## config.mk

```make
export PLATFORM = sky130hd
export DESIGN_NAME = lcd_status_and_ram_access
export DESIGN_NICKNAME = d
export VERILOG_FILES = /design/src/logic/lcd_cmd_pkg.sv /design/src/logic/lcd_status_and_ram_access.sv
export VERILOG_INCLUDE_DIRS = /design/src /design/src/logic
export SDC_FILE = /design/constraint.sdc
export NUM_CORES = 2
export LEC_CHECK = 0
export BUFFER_PORTS_ARGS = -buffer_cell sky130_fd_sc_hd__buf_2
export CAP_MARGIN = 20
export CORE_MARGIN = 1.5
export CORE_UTILIZATION = 57
export CTS_CLUSTER_SIZE = 16
export DETAILED_ROUTE_END_ITERATION = 10
export HOLD_SLACK_MARGIN = 0.12
export PLACE_DENSITY_LB_ADDON = 0.05
export SYNTH_ARGS = -nofsm -noshare
export SYNTH_HDL_FRONTEND = slang
export SYNTH_SLANG_ARGS = --single-unit
export TNS_END_PERCENT = 20
```

## constraint.sdc

```tcl
create_clock -name mclk -period 2.7 [get_ports mclk]
set_input_delay 0.405 -clock mclk [delete_from_list [all_inputs] [get_ports mclk]]
set_output_delay 0.405 -clock mclk [all_outputs]
set_load 0.005 [all_outputs]
```

## src/logic/lcd_cmd_params.svh

```systemverilog
`ifndef LCD_CMD_PARAMS_SVH
`define LCD_CMD_PARAMS_SVH
// ===================================================
// command groups
`define GRP_GENERAL 2'h0
`define GRP_DATA 2'h1
`define GRP_DISPLAY 2'h2
`define GRP_PUMP 2'h3
// ===================================================
// general group command codes
`define CODE_INIT 8'h01
`define CODE_CLEAR_FLAG 8'h1f
`define CODE_OTP_REFRESH 8'h02
`define HEAD_CLOCK_OUT 7'h10
`define HEAD_READ_SELECT 6'h01
`define HEAD_MUX_MODE 5'h0a
`define HEAD_BANK_SEL 5'h02
`define ADDR_LOAD_BIT 7
// ===================================================
// display group command heads
`define HEAD_ENTRY_MODE 6'h0a
`define HEAD_INVERSION 5'h08
`define HEAD_FRAME_RATE 3'h4
`define HEAD_DISPLAY_CTRL 5'h04
`define HEAD_DISPLAY_CFG 6'h01
// ===================================================
// pump and compensation group command heads
`define HEAD_PUMP_CTRL 5'h10
`define HEAD_LCD_VOLTAGE_VALUE_HIGH 3'h5
`define HEAD_LCD_VOLTAGE_VALUE_LOW 4'h9
`define HEAD_TEMP_CTRL 5'h00
`define HEAD_SLOPE_A 5'h01
`define HEAD_SLOPE_B 5'h02
`define HEAD_SLOPE_C 5'h03
`define HEAD_SLOPE_D 5'h04
// ===================================================
// reset values and readout layout
`define RST_MUX_RATIO 1'b1
`define RST_STEP_UP 1'b1
`define RST_FRAME_RATE 5'h07
`define RST_SUM 8'h00
`define RST_FLAG 1'b1
`define BANK_GP1 3'h0
`define BANK_GP2 3'h4
`define LAST_ENTRY 4'h9
`define CRC_POLY_DEFAULT 8'h07
`endif

```

## src/logic/lcd_cmd_pkg.sv

```systemverilog
`default_nettype none
package lcd_cmd_pkg;
   // ===================================================
   // one command byte as delivered by the bus framing
   typedef struct packed {
      logic rw;
      logic [1:0] command_group;
      logic [7:0] data;
   } cmd_t;
   // ===================================================
   // all settings held by the command decoder
   typedef struct packed {
      logic mux_ratio_sel;
      logic step_up;
      logic [2:0] inversion_sel;
      logic [4:0] frame_rate_sel;
      logic display_on;
      logic mirror;
      logic pump_enable;
      logic [1:0] multiplier_sel;
      logic [8:0] lcd_voltage_value;
      logic tempcomp_enable;
      logic measure_filter;
      logic measure_enable;
      logic [2:0] slope_a;
      logic [2:0] slope_b;
      logic [2:0] slope_c;
      logic [2:0] slope_d;
      logic clock_out_enable;
      logic sum_kind;
      logic readout_status;
      logic [2:0] bank_sel;
   } settings_t;
endpackage : lcd_cmd_pkg
`default_nettype wire

```

## src/logic/lcd_status_and_ram_access.sv

```systemverilog
`timescale 1ns/1ns
`default_nettype none
`include "lcd_cmd_params.svh"

module lcd_status_and_ram_access
   import lcd_cmd_pkg::*;
#(
   parameter int DEPTH = 128,
   parameter logic [7:0] CRC_POLY = `CRC_POLY_DEFAULT
)
(
   input wire logic mclk,
   input wire logic rst,
   input wire logic frame_start,
   input wire logic cmd_valid,
   input wire cmd_t cmd,
   input wire logic [7:0] temperature_value,
   input wire logic pump_reached_pin,
   output logic rd_valid,
   output logic [7:0] rd_data,
   output settings_t settings,
   output logic [6:0] ram_addr,
   output logic reset_seen_flag
);

   // ===================================================
   // decode
   settings_t settings_q;
   settings_t settings_d;
   settings_t settings_rst;
   logic [7:0] b;
   logic wr_gen;
   logic wr_disp;
   logic wr_pump;
   logic do_init;
   logic do_clear;
   logic do_write;
   logic do_read_data;
   logic do_read_status;
   logic do_addr_load;

   assign b = cmd.data;
   assign wr_gen = cmd_valid && !cmd.rw && (cmd.command_group == `GRP_GENERAL);
   assign wr_disp = cmd_valid && !cmd.rw && (cmd.command_group == `GRP_DISPLAY);
   assign wr_pump = cmd_valid && !cmd.rw && (cmd.command_group == `GRP_PUMP);
   assign do_init = wr_gen && (b == `CODE_INIT);
   assign do_clear = wr_gen && (b == `CODE_CLEAR_FLAG);
   assign do_addr_load = wr_gen && b[`ADDR_LOAD_BIT];
   assign do_write = cmd_valid && !cmd.rw && (cmd.command_group == `GRP_DATA);
   assign do_read_data = cmd_valid && cmd.rw && (cmd.command_group == `GRP_DATA);
   assign do_read_status = cmd_valid && cmd.rw && (cmd.command_group == `GRP_GENERAL);

   always_comb
   begin
      settings_rst = '0;
      settings_rst.mux_ratio_sel = `RST_MUX_RATIO;
      settings_rst.step_up = `RST_STEP_UP;
      settings_rst.frame_rate_sel = `RST_FRAME_RATE;
      settings_rst.bank_sel = `BANK_GP1;
   end

   // ===================================================
   // setting commands
   always_comb
   begin
      settings_d = settings_q;
      if (wr_gen)
      begin
         if (b[7:1] == `HEAD_CLOCK_OUT)
            settings_d.clock_out_enable = b[0];
         if (b[7:2] == `HEAD_READ_SELECT)
         begin
            settings_d.sum_kind = b[1];
            settings_d.readout_status = b[0];
         end
         if (b[7:3] == `HEAD_MUX_MODE)
            settings_d.mux_ratio_sel = b[2];
         if (b[7:3] == `HEAD_BANK_SEL)
            settings_d.bank_sel = b[2:0];
      end
      if (wr_disp)
      begin
         if (b[7:2] == `HEAD_ENTRY_MODE)
            settings_d.step_up = b[1];
         if (b[7:3] == `HEAD_INVERSION)
            settings_d.inversion_sel = b[2:0];
         if (b[7:5] == `HEAD_FRAME_RATE)
            settings_d.frame_rate_sel = b[4:0];
         if (b[7:3] == `HEAD_DISPLAY_CTRL)
            settings_d.display_on = b[2];
         if (b[7:2] == `HEAD_DISPLAY_CFG)
            settings_d.mirror = b[1];
      end
      if (wr_pump)
      begin
         if (b[7:3] == `HEAD_PUMP_CTRL)
         begin
            settings_d.pump_enable = b[2];
            settings_d.multiplier_sel = b[1:0];
         end
         if (b[7:5] == `HEAD_LCD_VOLTAGE_VALUE_HIGH)
            settings_d.lcd_voltage_value[8:4] = b[4:0];
         if (b[7:4] == `HEAD_LCD_VOLTAGE_VALUE_LOW)
            settings_d.lcd_voltage_value[3:0] = b[3:0];
         if (b[7:3] == `HEAD_TEMP_CTRL)
         begin
            settings_d.tempcomp_enable = b[2];
            settings_d.measure_filter = b[1];
            settings_d.measure_enable = b[0];
         end
         if (b[7:3] == `HEAD_SLOPE_A)
            settings_d.slope_a = b[2:0];
         if (b[7:3] == `HEAD_SLOPE_B)
            settings_d.slope_b = b[2:0];
         if (b[7:3] == `HEAD_SLOPE_C)
            settings_d.slope_c = b[2:0];
         if (b[7:3] == `HEAD_SLOPE_D)
            settings_d.slope_d = b[2:0];
      end
      if (do_init)
         settings_d = settings_rst;
   end

   always_ff @(posedge mclk or posedge rst)
   begin
      if (rst)
      begin
         settings_q <= '0;
         settings_q.mux_ratio_sel <= `RST_MUX_RATIO;
         settings_q.step_up <= `RST_STEP_UP;
         settings_q.frame_rate_sel <= `RST_FRAME_RATE;
      end
      else
         settings_q <= settings_d;
   end

   // ===================================================
   // reset flag: init wins as it is a reset
   logic flag_q;

   always_ff @(posedge mclk or posedge rst)
   begin
      if (rst)
         flag_q <= `RST_FLAG;
      else if (do_init)
         flag_q <= 1'b1;
      else if (do_clear)
         flag_q <= 1'b0;
   end

   // ===================================================
   // pump reached input: three stages, accept when last two agree
   logic sync1_q;
   logic sync2_q;
   logic sync3_q;
   logic pump_reached_q;

   always_ff @(posedge mclk or posedge rst)
   begin
      if (rst)
      begin
         sync1_q <= 1'b0;
         sync2_q <= 1'b0;
         sync3_q <= 1'b0;
         pump_reached_q <= 1'b0;
      end
      else
      begin
         sync1_q <= pump_reached_pin;
         sync2_q <= sync1_q;
         sync3_q <= sync2_q;
         if (sync2_q == sync3_q)
            pump_reached_q <= sync3_q;
      end
   end

   // ===================================================
   // checksum over written data
   logic [7:0] sum_q;
   logic [7:0] crc_next;

   always_comb
   begin
      crc_next = sum_q ^ b;
      for (int i = 0; i < 8; i++)
      begin
         if (crc_next[7])
            crc_next = {crc_next[6:0], 1'b0} ^ CRC_POLY;
         else
            crc_next = {crc_next[6:0], 1'b0};
      end
   end

   always_ff @(posedge mclk or posedge rst)
   begin
      if (rst)
         sum_q <= `RST_SUM;
      else if (do_init)
         sum_q <= `RST_SUM;
      else if (do_write)
         sum_q <= settings_q.sum_kind ? crc_next : (sum_q ^ b);
   end

   // ===================================================
   // address counter
   logic [6:0] addr_q;
   logic [6:0] addr_step;

   assign addr_step = settings_q.step_up ? (addr_q + 7'h01) : (addr_q - 7'h01);

   always_ff @(posedge mclk or posedge rst)
   begin
      if (rst)
         addr_q <= '0;
      else if (do_init)
         addr_q <= '0;
      else if (do_addr_load)
         addr_q <= b[6:0];
      else if (do_write || do_read_data)
         addr_q <= addr_step;
   end

   // ===================================================
   // memories: wide general ram and four narrow banks
   logic [7:0] ram_wide_q [DEPTH];
   logic [4:0] ram_narrow_q [4][DEPTH];
   logic [4:0] narrow_rd [4];

   always_ff @(posedge mclk)
   begin
      if (do_write && settings_q.bank_sel == `BANK_GP1)
         ram_wide_q[addr_q] <= b;
   end

   genvar g;
   generate
      for (g = 0; g < 4; g++)
      begin : g_bank
         always_ff @(posedge mclk)
         begin
            // upper three bits are dropped; host keeps them zero
            if (do_write && settings_q.bank_sel == 3'(g + 1))
               ram_narrow_q[g][addr_q] <= b[4:0];
         end
         assign narrow_rd[g] = ram_narrow_q[g][addr_q];
      end
   endgenerate

   // ===================================================
   // status readout entries
   logic [3:0] entry_q;
   logic [7:0] entry_byte;

   always_comb
   begin
      case (entry_q)
         4'h0: entry_byte = sum_q;
         4'h1: entry_byte = {1'b0, settings_q.mux_ratio_sel, 2'b00, settings_q.step_up, 3'b000};
         4'h2: entry_byte = {settings_q.inversion_sel, settings_q.frame_rate_sel};
         4'h3: entry_byte = {settings_q.display_on, 5'b00000, settings_q.mirror, 1'b0};
         4'h4: entry_byte = {3'b000, settings_q.pump_enable, 1'b0,
                             settings_q.multiplier_sel, settings_q.lcd_voltage_value[8]};
         4'h5: entry_byte = settings_q.lcd_voltage_value[7:0];
         4'h6: entry_byte = {settings_q.tempcomp_enable, settings_q.measure_filter,
                             settings_q.slope_a, settings_q.slope_b};
         4'h7: entry_byte = {settings_q.measure_enable, settings_q.slope_c, settings_q.slope_d, 1'b0};
         4'h8: entry_byte = 8'h00;
         4'h9: entry_byte = {5'b00000, pump_reached_q, flag_q, settings_q.clock_out_enable};
         default: entry_byte = 8'h00;
      endcase
   end

   always_ff @(posedge mclk or posedge rst)
   begin
      if (rst)
         entry_q <= '0;
      else if (frame_start || do_init)
         entry_q <= '0;
      else if (do_read_status && settings_q.readout_status)
         entry_q <= (entry_q == `LAST_ENTRY) ? 4'h0 : (entry_q + 4'h1);
   end

   // ===================================================
   // read answers, one cycle after the request
   logic [7:0] ram_rd;
   logic rd_valid_q;
   logic [7:0] rd_data_q;

   always_comb
   begin
      case (settings_q.bank_sel)
         3'h0: ram_rd = ram_wide_q[addr_q];
         3'h1: ram_rd = {3'b000, narrow_rd[0]};
         3'h2: ram_rd = {3'b000, narrow_rd[1]};
         3'h3: ram_rd = {3'b000, narrow_rd[2]};
         3'h4: ram_rd = {3'b000, narrow_rd[3]};
         default: ram_rd = 8'h00;
      endcase
   end

   always_ff @(posedge mclk or posedge rst)
   begin
      if (rst)
      begin
         rd_valid_q <= 1'b0;
         rd_data_q <= 8'h00;
      end
      else
      begin
         rd_valid_q <= cmd_valid && cmd.rw;
         if (do_read_status)
            rd_data_q <= settings_q.readout_status ? entry_byte : temperature_value;
         else if (do_read_data)
            rd_data_q <= ram_rd;
         else if (cmd_valid && cmd.rw)
            rd_data_q <= 8'h00;
      end
   end

   // ===================================================
   // outputs
   assign rd_valid = rd_valid_q;
   assign rd_data = rd_data_q;
   assign settings = settings_q;
   assign ram_addr = addr_q;
   assign reset_seen_flag = flag_q;

endmodule : lcd_status_and_ram_access

`default_nettype wire

```

==> results.yml <==
place:
  hpwl_mm: 369
  gp_congestion: 0.989
  io_buffers: 85
  dp_cells: 13418
  dpl-instance-area_sq_um: 166000
critical_path:
  cp_data_required_time_ps: 3580
  cp-end-kind: "register"
  critPathMostFrequentCell: "buf_12"
  path_max_fanout: 8
  path_buf_inv: 6
  r2r-start: "ram_addr[2]"
  crit_type: "register to register"
  worstPathCellList: "buf_12, buf_12, buf_12, buf_16, mux4_2, a22o_1, a221oi_2, nand4_1, buf_6, a32oi_2, buf_4, o211ai_1, o221a_1"
  r2r_end: "rd_data[2]"
  start_kind: "register"
  worstRegToRegCells: 13
  reg2reg_slack_ps: -830
  crit_arrival_ps: 4410
  crit_path_top_delay_cell: "dfrtp_4"
  slowest_delay_ps: 510
  crit_family: "buffers and inverters"
synthesis:
  synth_common_cells: "3584 x edfxtp_1, 900 x nor2_1, 426 x mux2i_1"
  synth_area_leaders: "edfxtp_1 74%, mux4_2 4.5%, mux2i_1 3.0%"
  synth_top_area_share_pct: 74.5
  avgSynthCellArea_sq_um: 17.2
  syn_nets: 8451
  syn_inst: 8421
  async_flop_share_pct: 2.13
  seq_area_frac_synth_pct: 75.8
  synth_area_leader_cell: "edfxtp_1"
  synth-edff-count: 3584
  ys_warn_count: 0
  ys_ff_latch: 3662
  ys_types: 91
  synth.most_common_cell: "edfxtp_1"
  synth-main-ff-cell: "edfxtp_1"
  syn_area_sq_um: 145000
pwr:
  power_frac_comb_pct: 40.6
  power_mw: 193
  p_per_area_nw_per_um2: 1050
  p_leak_nw: 63.8
  p_sw_mw: 69.5
  switching_share_pct: 36.1
  clockPowerShare_pct: 26.6
  p_int_mw: 123
  peakVddDrop_mv: 0.937
  pwr-share-seq_pct: 32.8
timing:
  drv_slew: 0
  fmax_mhz: 283
  rsz0062_at_grt: "true"
  post-route-min-period_ps: 3530
  post-route-period-util_pct: 131
  layout_setup_ws_ps: -833
  slew_headroom_pct: 16.0
  setup_viol: 1556
  skew_ps: 60.3
  worstMarginPinSlew_ps: 1260
  hold_viol: 0
clock_network:
  htree_levels: 5
  cts_buffer_depth: 4
  cts_buffers: 384
  clk_latency_ps: 1020
  cts_root_buf: "clkbuf_16"
  cts.sinks: 3662
  path_clk_slew_ps: 60
  cts_tree: "built"
layout:
  stdcell_area_sq_um: 184000
  area_growth_pct: 27.5
  seqCellArea_sq_um: 110000
  n_fill_cell: 15640
  nets: 10674
  multiInputGateArea_sq_um: 34400
  final_cells: 14305
  drive_gt1_share_pct: 34.7
  post-route-util_pct: 73.2
floorplan:
  core-area_sq_um: 252000
  dieArea_sq_um: 257000
  num_rows: 184
  die_h_um: 507
  io_pins: 86
  initial_core_util_pct: 57.4
  die_w_um: 507
route:
  drt-total-wl_mm: 542
  drtIter0Drc: 15955
  via_per_inst: 6.78
  ant_nets: 0
  vias: 97011
  drc: 0
  drt_pass1_iterations: 7
  wl_per_cell_um: 37.9
min_path:
  hold_class: "input port to register"
  hp-start: "temperature_value[0]"
  holdPathStages: 6
  holdPathEnd: "rd_data[0]"
outcome:
  status: "finished, violations left"
  failed_checks: "setup timing"
job:
  cap_violations: 0
grt:
  grt_max_degree: 193
  grt_pass1_vias: 92731
  grt_usage_pct: 41.7
  grt.overflow.total: 0
  grt_pass1_wl_mm: 735
  antenna_found_initial: 39
[layout by cell type, fill, tap and decap left out, types with 35 or more instances in the layout]
| master | netlist | layout |
|---|---|---|
| buf_2 | 188 | 76 |
| bufinv_16 | 0 | 35 |
| buf_6 | 65 | 179 |
| nand4_1 | 51 | 51 |
| a221o_1 | 35 | 35 |
| dfrtp_1 | 72 | 65 |
| a221oi_2 | 5 | 44 |
| mux2_2 | 128 | 128 |
| buf_8 | 3 | 41 |
| edfxtp_1 | 3584 | 3584 |
| clkinv_1 | 2 | 67 |
| a31oi_1 | 46 | 35 |
| o22ai_1 | 45 | 39 |
| a221oi_1 | 361 | 319 |
| o211ai_1 | 43 | 43 |
| buf_4 | 85 | 1737 |
| nor2_4 | 1 | 144 |
| a21oi_1 | 275 | 260 |
| nor2_2 | 1 | 39 |
| clkbuf_1 | 195 | 101 |
| clkbuf_16 | 0 | 396 |
| buf_12 | 2 | 324 |
| nor2_1 | 900 | 719 |
| a22oi_1 | 301 | 288 |
| a22o_1 | 70 | 69 |
| nand2_1 | 388 | 334 |
| mux4_2 | 288 | 289 |
| o21ai_0 | 259 | 236 |
| a211oi_1 | 39 | 36 |
| nand3_1 | 86 | 81 |
| clkinv_2 | 0 | 68 |
| o221ai_1 | 52 | 49 |
| mux2i_1 | 426 | 418 |
[final cells by class]
type                       instances  area share, %
antenna                           19         0.0258
timing repair buffer            2428           13.0
tap                             3348           2.27
inverter                          25         0.0638
clock buffer                     487           5.45
clock inverter                   193           1.04
multi-input combinational       4143           18.6
sequential                      3662           59.5
[worst min-delay path, stage by stage]
cell      delay, ps
buf_2            90
o211ai_1        140
buf_12          190
o211ai_1        110
nor3_2           50
a31oi_1         120
[sequential cells by signal (all words and copies together) (netlist names)]
register	flops
entry_q	4
pump_reached_q	1
ram_addr	7
ram_narrow_q	2560
ram_wide_q	1024
rd_data	8
rd_valid	1
reset_seen_flag	1
settings	45
sum_q	8
sync1_q	1
sync2_q	1
sync3_q	1
[timing repair]
| item | in CTS | in global routing |
|---|---|---|
| setup endpoints to repair | 2749 | 1958 |
| pin swaps | 84 | 127 |
| gates cloned | 15 | 10 |
| hold buffers | 27 | 0 |
| resized for setup | 531 | 424 |
| endpoints found under the hold margin | 689 | 0 |
| setup buffers | 83 | 66 |
[per-layer routing]
metal / share of wire (%) / GRT usage (%) / vias up / wire length, um
met5: 0.045 / 0.148 / - / 242
met3: 14 / 13.0 / 1457 / 76700
met2: 44 / 60.6 / 7909 / 236000
met4: 6.8 / 23.4 / 36 / 36600
met1: 36 / 56.2 / 49095 / 193000
li1: - / - / 38514 / -
[worst max path at each step]
| stage | depth (start not counted) | to | startpoint |
|---|---|---|---|
| floorplan | 8 | ram_wide_q[2][0] | ram_addr[0] |
| global placement | 12 | rd_data[1] | ram_addr[2] |
| detailed placement | 12 | rd_data[1] | ram_addr[2] |
| CTS | 14 | rd_data[2] | ram_addr[2] |
| global route | 14 | rd_data[2] | ram_addr[2] |
| finish | 13 | rd_data[2] | ram_addr[2] |
[cells by family after synthesis]
family / count (synthesis) / synth area share [%]
DFF: 3662 / 75.8
AOI/OAI and AO/OA: 1691 / 8.45
and+or+nand+nor: 1554 / 4.44
muxes: 859 / 8.66
buffers and inverters: 616 / 2.37
xor gates and xnor gates: 32 / 0.194
adders and majority gates: 7 / 0.0641
[power by group through the flow]
stage	combinational, mW	clock, mW	sequential [mW]
4_1_cts	72.8	51.4	63.1
3_5_place_dp	67.5	0	64.3
2_1_floorplan	29.5	0	64.0
5_1_grt	78.6	53.5	63.2
6_report	78.2	51.3	63.2
3_3_place_gp	67.2	0	64.3
[per-stage QoR]
| stage | setup WS, ps | setup TNS, ps | hold slack, ps |
|---|---|---|---|
| 4_1_cts | -767 | -32640 | 171 |
| 3_5_place_dp | -1300 | -653710 | 342 |
| 6_report | -833 | -113700 | 205 |
| 3_3_place_gp | -1320 | -648680 | 346 |
| 2_1_floorplan | -110 | -51590 | 331 |
| 5_1_grt | -819 | -116970 | 217 |
Power figures use the tool's default switching activity.
